### src/rtl/counter_array_pkg.sv
// constants and carriers shared by the counter array control/status block
// assumes an 8-bit special-function-register port of the host cpu
package counter_array_pkg;
  // register addresses in the sfr space
  localparam logic [7:0] ctrl_addr = 8'hd8;
  localparam logic [7:0] mode_addr = 8'hd9;
  // control register fields
  localparam int ctrl_ovf_bit = 7;
  localparam int ctrl_run_bit = 6;
  localparam int ctrl_rsv_bit = 5;
  localparam int mod_flag_msb = 4;
  localparam int mod_flag_lsb = 0;
  // mode register fields
  localparam int mode_idle_bit = 7;
  localparam int mode_wdt_bit = 6;
  localparam int mode_cps_msb = 2;
  localparam int mode_cps_lsb = 1;
  localparam int mode_ecf_bit = 0;
  // sizes and reset values
  localparam int num_modules = 5;
  localparam int count_width = 16;
  localparam logic [7:0] ctrl_reset = 8'h00;
  localparam logic [7:0] mode_reset = 8'h00;
  localparam logic [7:0] read_zero = 8'h00;
  localparam logic [count_width-1:0] count_reset = 16'h0000;
  localparam logic [count_width-1:0] count_step = 16'h0001;
  localparam logic [count_width-1:0] count_max = 16'hffff;
  localparam logic [num_modules-1:0] flags_none = 5'h00;

  typedef struct packed {
    logic ovf;
    logic run;
    logic [num_modules-1:0] mod_flags;
  } ctrl_t;

  typedef struct packed {
    logic idle_gate;
    logic wdt_en;
    logic [1:0] cps;
    logic ecf;
  } mode_t;

  typedef struct packed {
    logic [7:0] addr;
    logic wr;
    logic [7:0] wdata;
  } sfr_req_t;
endpackage : counter_array_pkg

### src/rtl/counter_array_control_status.sv
// control/status core of the counter array: shared 16-bit time base,
// run and idle gating, overflow and per-module event flags.
// assumes count_tick_in is the already selected count strobe and that
// module events arrive as one-cycle strobes from the compare/capture units.
//
// Function
// - counter advances only while run bit set; stops when software clears it
// - counter rollover sets the overflow flag, control register bit 7
// - overflow raises interrupt request only while overflow interrupt enable set
// - overflow flag set by hardware or software; cleared only by software zero
// - module n event (match or capture) sets flag bit n, n 0..4
// - hardware never clears module flags; they hold until software writes zero
// - idle gate bit decides whether counter runs or halts in idle
// - idle gate one halts counting in idle; zero keeps counting
// - watchdog enable bit enables or disables the module 4 watchdog
// - overflow interrupt enable is mode register bit 0
// - mode register resets bits 7,6,2,1,0 to zero; not bit addressable
// - control register resets flags, run bit to zero; not bit addressable
`timescale 1ns/10ps
`default_nettype none

module counter_array_control_status
  import counter_array_pkg::*;
(
  // clock, reset, enable
  input wire logic clock_in,
  input wire logic srst_in,
  input wire logic ce_in,
  // sfr port
  input wire sfr_req_t sfr_req_in,
  output logic [7:0] sfr_rdata_out,
  // time base and events
  input wire logic count_tick_in,
  input wire logic cpu_idle_in,
  input wire logic [num_modules-1:0] module_event_in,
  // status out
  output logic [count_width-1:0] counter_out,
  output logic [1:0] count_source_sel_out,
  output logic module4_watchdog_enable_out,
  output logic overflow_irq_out,
  output logic [num_modules-1:0] module_flags_out
);

  ctrl_t ctrl_q;
  ctrl_t ctrl_d;
  mode_t mode_q;
  mode_t mode_d;
  logic [count_width-1:0] count_q;
  logic [7:0] rdata_q;
  logic [7:0] rdata_d;
  logic wr_ctrl;
  logic wr_mode;
  logic count_en;
  logic wrap;

  // byte-wide writes only; no single-bit access path exists
  assign wr_ctrl = sfr_req_in.wr && (sfr_req_in.addr == ctrl_addr);
  assign wr_mode = sfr_req_in.wr && (sfr_req_in.addr == mode_addr);

  // idle only gates when the idle gate bit is one
  assign count_en = ctrl_q.run && count_tick_in
                    && !(cpu_idle_in && mode_q.idle_gate);
  assign wrap = count_en && (count_q == count_max);

  // time base
  // no preload path: software can only stop and restart the count
  always_ff @(posedge clock_in)
  begin
    if (srst_in)
    begin
      count_q <= count_reset;
    end
    else if (ce_in && count_en)
    begin
      count_q <= count_q + count_step;
    end
  end

  // control register next value: hardware set wins over software clear
  always_comb
  begin
    ctrl_d = ctrl_q;
    if (wr_ctrl)
    begin
      ctrl_d.ovf = sfr_req_in.wdata[ctrl_ovf_bit];
      ctrl_d.run = sfr_req_in.wdata[ctrl_run_bit];
      ctrl_d.mod_flags = sfr_req_in.wdata[mod_flag_msb:mod_flag_lsb];
    end
    if (wrap)
    begin
      ctrl_d.ovf = 1'b1;
    end
    // events still land in idle and while a write is in flight
    ctrl_d.mod_flags = ctrl_d.mod_flags | module_event_in;
  end

  always_ff @(posedge clock_in)
  begin
    if (srst_in)
    begin
      ctrl_q.ovf <= ctrl_reset[ctrl_ovf_bit];
      ctrl_q.run <= ctrl_reset[ctrl_run_bit];
      ctrl_q.mod_flags <= ctrl_reset[mod_flag_msb:mod_flag_lsb];
    end
    else if (ce_in)
    begin
      ctrl_q <= ctrl_d;
    end
  end

  // mode register; reserved bits are not stored
  always_comb
  begin
    mode_d = mode_q;
    if (wr_mode)
    begin
      mode_d.idle_gate = sfr_req_in.wdata[mode_idle_bit];
      mode_d.wdt_en = sfr_req_in.wdata[mode_wdt_bit];
      mode_d.cps = sfr_req_in.wdata[mode_cps_msb:mode_cps_lsb];
      mode_d.ecf = sfr_req_in.wdata[mode_ecf_bit];
    end
  end

  always_ff @(posedge clock_in)
  begin
    if (srst_in)
    begin
      // undefined bits of both registers come out of reset as zero
      mode_q.idle_gate <= mode_reset[mode_idle_bit];
      mode_q.wdt_en <= mode_reset[mode_wdt_bit];
      mode_q.cps <= mode_reset[mode_cps_msb:mode_cps_lsb];
      mode_q.ecf <= mode_reset[mode_ecf_bit];
    end
    else if (ce_in)
    begin
      mode_q <= mode_d;
    end
  end

  // read path; reserved bits read zero, other addresses read zero
  always_comb
  begin
    rdata_d = read_zero;
    if (sfr_req_in.addr == ctrl_addr)
    begin
      rdata_d[ctrl_ovf_bit] = ctrl_q.ovf;
      rdata_d[ctrl_run_bit] = ctrl_q.run;
      rdata_d[mod_flag_msb:mod_flag_lsb] = ctrl_q.mod_flags;
    end
    else if (sfr_req_in.addr == mode_addr)
    begin
      rdata_d[mode_idle_bit] = mode_q.idle_gate;
      rdata_d[mode_wdt_bit] = mode_q.wdt_en;
      rdata_d[mode_cps_msb:mode_cps_lsb] = mode_q.cps;
      rdata_d[mode_ecf_bit] = mode_q.ecf;
    end
  end

  always_ff @(posedge clock_in)
  begin
    if (srst_in)
    begin
      rdata_q <= read_zero;
    end
    else if (ce_in)
    begin
      rdata_q <= rdata_d;
    end
  end

  // one-cycle read latency: data stands until the next enabled edge
  assign sfr_rdata_out = rdata_q;
  assign counter_out = count_q;
  assign count_source_sel_out = mode_q.cps;
  assign module4_watchdog_enable_out = mode_q.wdt_en;
  assign module_flags_out = ctrl_q.mod_flags;
  // flag sets silently while the enable is low
  assign overflow_irq_out = ctrl_q.ovf && mode_q.ecf;
endmodule : counter_array_control_status

`default_nettype wire

### config.mk
export PLATFORM = sky130hd
export DESIGN_NAME = counter_array_control_status
export DESIGN_NICKNAME = d
export VERILOG_FILES = /design/src/rtl/counter_array_pkg.sv /design/src/rtl/counter_array_control_status.sv
export SDC_FILE = /design/constraint.sdc
export NUM_CORES = 1
export LEC_CHECK = 0
export ABC_AREA = 1
export BUFFER_PORTS_ARGS = -buffer_cell sky130_fd_sc_hd__buf_2
export CAP_MARGIN = 10
export CORE_MARGIN = 5
export CORE_UTILIZATION = 49
export DETAILED_ROUTE_END_ITERATION = 8
export PLACE_DENSITY = 0.83
export SLEW_MARGIN = 20
export SYNTH_ARGS = -nofsm -noshare
export SYNTH_HDL_FRONTEND = slang
export SYNTH_SLANG_ARGS = --single-unit
export TNS_END_PERCENT = 30
### constraint.sdc
create_clock -name clock_in -period 1.39 [get_ports clock_in]
set_input_delay 0.0695 -clock clock_in [delete_from_list [all_inputs] [get_ports clock_in]]
set_output_delay 0.0695 -clock clock_in [all_outputs]
set_load 0.005 [all_outputs]
==> results by group, run 1 <==
Global route
  – Initial antenna violation count: 0
  – First-pass GRT wire length: 6.79 mm
  – GR Overflow Total: 0
  – Total Routing Usage GR: 17.1%
  – Largest net degree at the start of global routing: 22
  – Vias in the first global route: 1597

Setup path
  – Setup crit end kind: register
  – Worst R2R Start: counter_out[1]
  – Worst path required time: 1.64 ns
  – Crit-path max FO: 6
  – Crit. Startpoint: counter_out[1]
  – Critical Path Start Type: register
  – Setup CP Type: register to register
  – Arrival @ worst endpoint: 1.53 ns

Power
  – Power share of the clock group: 31.1%
  – Net Sw Power: 446 uW
  – Combinational power share: 9.2%
  – Net Sw Frac: 25.7%
  – Int Power: 1.29 mW
  – Flop pwr share: 59.6%
  – Leakage power total: 1.08 nW
  – Power Density: 805 nW/um2
  – Peak supply drop: 0.000545 V

Placed design
  – DP Cell Count: 361
  – Placed cell area: 2050 um2
  – Port Buffers: 57
  – Detailed Place HPWL: 3.13 mm
  – Gp weighted congestion: 0.823

Synthesis
  – Yosys top cell area share: 40.7%
  – Synth unique cells: 21
  – Sequential fraction of the synthesis area: 40.7%
  – Synth top area cells: dfxtp_1 (41%), nand2_1 (13%), nor2_1 (9.6%), inv_1 (7.6%), a21oi_1 (7.0%)
  – Ys Warns: 0
  – Post-synth top area cell: dfxtp_1
  – Netlist Area Pre-Place: 1720 um2
  – Yosys reg bits: 35
  – Synthesized area per cell: 6.57 um2
  – Cells after Synth: 262
  – Synthesized Nets: 290

Routing
  – Iteration-0 DRC Markers: 114
  – Routed vias: 1790
  – Remaining DRCs: 0
  – Post-DRT Antenna Nets: 0
  – Routed wire per std cell: 11.3 um
  – Final wirelength: 4.18 mm
  – Via/cell ratio: 4.82
  – TritonRoute pass-1 iters: 4

Layout
  – Final layout net count: 352
  – Most frequent cells in the layout: buf_2 (57), nand2_1 (56), nor2_1 (40), inv_1 (35), dfxtp_1 (32)
  – Area Overhead vs Synth: 25.2%
  – Register area: 704 um2
  – # diodes: 0
  – Commonest non-fill, non-tap cell in the layout: buf_2
  – Post-Layout Inst Area: 2150 um2
  – Non-filler cells, final: 371
  – Share of layout cells above drive strength 1: 28.3%
  – Layout fillers: 332
  – Multi-input logic area: 825 um2

CTS
  – Worst-path clk slew: 0.12 ns
  – H-tree depth: 2
  – CTS Hold Bufs: 0
  – Worst skew pair latency: 0.34 ns
  – CTS tree: done
  – TritonCTS Buffers: 5
  – Clk sinks: 35
  – Clock buffer depth: 2
  – Clk root buf: clkbuf_4

Floorplan
  – Die area: 4800 um2
  – Initial Util: 51.2%
  – Die Y-Extent: 69.3 um
  – Core ar.: 3360 um2
  – Top Ports: 60
  – Die X: 69.3 um
  – Row cnt: 21

STA
  – Clk_skew: 0.0149 ns
  – Crit path time final: 1.28 ns
  – Fin. Hold Viols: 0
  – Setup violators final: 0
  – F_max: 0.780 GHz
  – Total negative setup slack: 0 ns
  – Tcrit/Tclk final: 92.2%
  – Final Max Tran Viols: 0

Run status
  – Outcome: complete, no violations

Min path
  – Hold crit path type: input port to register
  – Hold wc startpoint: sfr_req_in[4]

Job
  – Maxcap violations: 0
flip-flops by register name, summed over array words and instances, names as in the netlist:
register / cells
module_flags_out: 5
mode_q: 2
sfr_rdata_out: 7
count_source_sel_out: 2
ctrl_q: 2
module4_watchdog_enable_out: 1
counter_out: 16
power groups by stage:
stage | clock network (mW) | logic (mW) | registers [mW]
floorplan | 0 | 0.0909 | 1.06
global placement | 0 | 0.157 | 1.06
detailed placement | 0 | 0.161 | 1.06
CTS | 0.547 | 0.162 | 1.03
global route | 0.616 | 0.181 | 1.04
finish | 0.540 | 0.160 | 1.03
what timing repair did:
item                                    4_1_cts  5_1_grt
setup buffers                                 0        2
pin swaps                                     0        3
gates resized for setup                       1       11
endpoints found under the setup margin        2        8
worst max-delay path, stage by stage, from the launching register on:
cell	delay (ns)
dfxtp_2	0.35
buf_4	0.11
nand3_1	0.11
nor2_2	0.18
nand2_2	0.09
nor2_4	0.17
nand3_1	0.09
nand2_1	0.06
nor2_1	0.04
layout make-up:
cell class | count | area share [%]
multi-input cells | 177 | 38.3
well taps | 46 | 2.67
flip-flops and latches | 35 | 32.7
clock inverters | 2 | 0.581
repair buffers | 70 | 17.8
inverters | 35 | 6.10
clock buffers | 6 | 1.92
synth_stat cells:
master	n
a21oi_1	24
conb_1	1
nand2_1	58
nand3_2	1
a21boi_0	1
nor3_1	4
buf_2	1
nand3_1	13
nor2_1	44
o21ai_1	1
dfxtp_1	35
nor2_2	2
ha_1	1
nand4_1	6
nand2_2	1
inv_1	35
buf_4	9
clkbuf_1	5
xor2_1	2
o21ai_0	17
nor2_4	1
final timing paths:
check	slack, ns	depth (start not counted)	to
max	0.11	8	counter_out[15]
min	0.02	3	module_flags_out[4]
max reg2reg	0.11	8	counter_out[15]
min reg2reg	0.47	2	count_source_sel_out[1]
per-stage QoR:
step	hold WS (ns)	power (mW)	utilization [%]	setup slack [ns]
detailed placement	0.370	1.22	61.1	0.00316
global placement	0.357	1.21	61.1	0.0735
floorplan	0.229	1.15	-	0.0723
global route	0.00956	1.83	64.1	-0.0213
CTS	0.0105	1.74	62.8	0.0237
finish	0.0219	1.73	64.1	0.108
layer usage:
metal  routed length [um]  track usage [%]  vias up
li1                     -                -      939
met1                 1850             21.1      787
met2                 1960             27.1       56
met3                  296             6.38        8
met4                   77             6.51        0
met5                    0                0        -
cells by family (layout without fill, tap and decap cells):
kind of cell / after synthesis / count (layout) / synth area share, %
flip-flops: 35 / 35 / 40.7
other: 1 / 1 / 0.218
buffers and inverters: 50 / 113 / 12.9
AO/OA/AOI/OAI: 43 / 43 / 12.7
XOR/XNOR: 2 / 2 / 1.02
AND/OR/NAND/NOR: 130 / 130 / 31.7
adder cells (fa/ha/maj): 1 / 1 / 0.727
(Power assumes the default switching activity.)
==> run 2: changes to the inputs <==
Settings changed: ABC_AREA 1 to unset.
==> results by group, run 2 <==
Global route
  – Vias in the first global route: 1620
  – Largest net degree at the start of global routing: 36
  – First-pass GRT wire length: 7.19 mm
  – Initial antenna violation count: 0
  – Total Routing Usage GR: 20.9%
  – GR Overflow Total: 0

Setup path
  – CP bufs+invs: 1
  – Worst path required time: 1.66 ns
  – Crit-path cells: ha_4 > nand2_2 > or3_4 > buf_4 > or4_4 > a21oi_2
  – Critical Path Start Type: register
  – Crit-path max cell delay: 0.41 ns
  – Setup crit end kind: register
  – Arrival @ worst endpoint: 1.95 ns
  – CP max-delay cell: or4_4
  – Cell family with most CP delay: simple AND/OR/NAND/NOR gates
  – Crit-path max FO: 3
  – Setup CP Type: register to register

Synthesis
  – Post-synth ARST share: 0%
  – Synth top area cells: dfxtp_1 (42%), a21oi_1 (5.4%), nor2_1 (5.4%), a211oi_1 (4.5%), mux2i_1 (4.2%)
  – Most common cell in the netlist: dfxtp_1
  – Netlist Area Pre-Place: 1660 um2
  – Post-synth top area cell: dfxtp_1
  – Ys Warns: 0
  – Post-synth EDFFs: 0
  – Sequential fraction of the synthesis area: 42.2%
  – Synth unique cells: 38
  – Synthesized area per cell: 8.89 um2
  – Top cells by count, synth: dfxtp_1 (35), nor2_1 (24), a21oi_1 (18), a211oi_1 (10), buf_4 (8)
  – Cells after Synth: 187
  – Yosys top cell area share: 42.2%
  – Synthesized Nets: 215
  – Post-synth top flop: dfxtp_1
  – Yosys reg bits: 35

STA
  – Final Max Tran Viols: 0
  – Slew headroom: 55.4%
  – Tcrit/Tclk final: 121%
  – Setup ws final: -0.286 ns
  – Setup violators final: 12
  – RSZ-0062 raised after global routing: yes
  – Worst Tran Pin Value: 0.668 ns
  – Total negative setup slack: -2.46 ns
  – Clk_skew: 0.00911 ns
  – Crit path time final: 1.68 ns
  – Fin. Hold Viols: 0
  – F_max: 0.597 GHz

Floorplan
  – Die X: 68.2 um
  – Die area: 4660 um2
  – Top Ports: 60
  – Row cnt: 21
  – Initial Util: 50.2%
  – Core ar.: 3310 um2
  – Die Y-Extent: 68.2 um

Power
  – Leakage power total: 1.02 nW
  – Peak supply drop: 0.000606 V
  – Power Density: 739 nW/um2
  – Tot Pwr: 1.78 mW

Routing
  – Remaining DRCs: 0
  – TritonRoute pass-1 iters: 4
  – Final wirelength: 4.88 mm
  – Iteration-0 DRC Markers: 138
  – Post-DRT Antenna Nets: 0
  – Via/cell ratio: 5.40
  – Routed wire per std cell: 15.1 um
  – Routed vias: 1743

CTS
  – Worst skew pair latency: 0.34 ns
  – H-tree depth: 2
  – Clock buffer depth: 2
  – Clk root buf: clkbuf_4
  – CTS tree: done
  – Clk sinks: 35
  – TritonCTS Buffers: 5
  – Worst-path clk slew: 0.11 ns

Layout
  – # diodes: 0
  – Non-filler cells, final: 323
  – Commonest non-fill, non-tap cell in the layout: buf_2
  – Most frequent cells in the layout: buf_2 (57), buf_4 (37), dfxtp_1 (28), nor2_1 (24), a21oi_1 (14)
  – Area Overhead vs Synth: 44.8%
  – Share of layout cells above drive strength 1: 49.5%
  – Final layout net count: 304
  – Layout fillers: 238
  – Register area: 714 um2
  – Multi-input logic area: 913 um2
  – Max reg flops: 16
  – Post-Layout Inst Area: 2410 um2

Placed design
  – DP Cell Count: 308
  – Gp weighted congestion: 0.818
  – Placed cell area: 2170 um2
  – Port Buffers: 57
  – Detailed Place HPWL: 3.26 mm

Job
  – Maxcap violations: 0

Run status
  – Failing checks: negative setup slack
  – Outcome: finished with violations

Min path
  – Hold crit path type: input port to register
run 2: area by class of cell:
class,count,area share (%)
Multi-Input combinational cell,129,38.0
Inverter,4,0.624
Timing Repair Buffer,101,26.5
Sequential cell,35,29.7
Clock buffer,8,2.86
Tap cell,46,2.39
run 2: logic make-up (layout without fill, tap and decap cells):
kind of cell / after synthesis / count (layout) / synth area share (%)
AOI/OAI and AO/OA: 38 / 38 / 13.7
buffers and inverters: 23 / 113 / 8.06
muxes: 12 / 12 / 7.61
xor gates and xnor gates: 6 / 6 / 3.16
and+or+nand+nor: 71 / 71 / 24.3
adders and majority gates: 1 / 1 / 0.753
DFF: 35 / 35 / 42.2
other: 1 / 1 / 0.226
run 2: power by group:
group	switching, mW	internal (mW)
clock	0.337	0.298
combinational	0.0626	0.0651
sequential	0.00731	1.01
total	0.407	1.37
run 2: path summary, 6_finish.rpt:
kind	from	slack, ns	end	cells after the start
max	counter_out[0]	-0.29	counter_out[14]	6
min	module_event_in[2]	0.02	module_flags_out[2]	3
max reg2reg	counter_out[0]	-0.29	counter_out[14]	6
min reg2reg	sfr_rdata_out[4]	0.47	sfr_rdata_out[4]	2
run 2: layer usage:
layer  wire, um  global-route usage, %  up-vias
met2       2420                   34.2       68
li1           -                      -      836
met3        261                   6.57       14
met5          0                      0        -
met1       2050                   24.9      825
met4        139                   9.68        0
run 2: what timing repair did:
item | CTS | global route
setup endpoints to repair | 14 | 15
cloned | 0 | 0
buffers inserted | 2 | 1
resized for setup | 11 | 16
pin swaps | 8 | 4
hold endpoints to repair | 5 | 0
hold buffers | 4 | 0
run 2: metrics by stage:
stage	hold slack [ns]	utilization [%]	worst slack, ns
3_3_place_gp	0.323	65.6	-0.242
6_report	0.0184	72.7	-0.286
2_1_floorplan	0.217	-	-0.313
4_1_cts	0.00894	70.4	-0.260
3_5_place_dp	0.334	65.6	-0.310
5_1_grt	0.0261	72.7	-0.312
run 2: worst min-delay path, delay by kind of cell:
family / cells / cell delay [ns]
and+or+nand+nor: 1 / 0.07
buffers and inverters: 1 / 0.11
AOI/OAI and AO/OA: 1 / 0.07
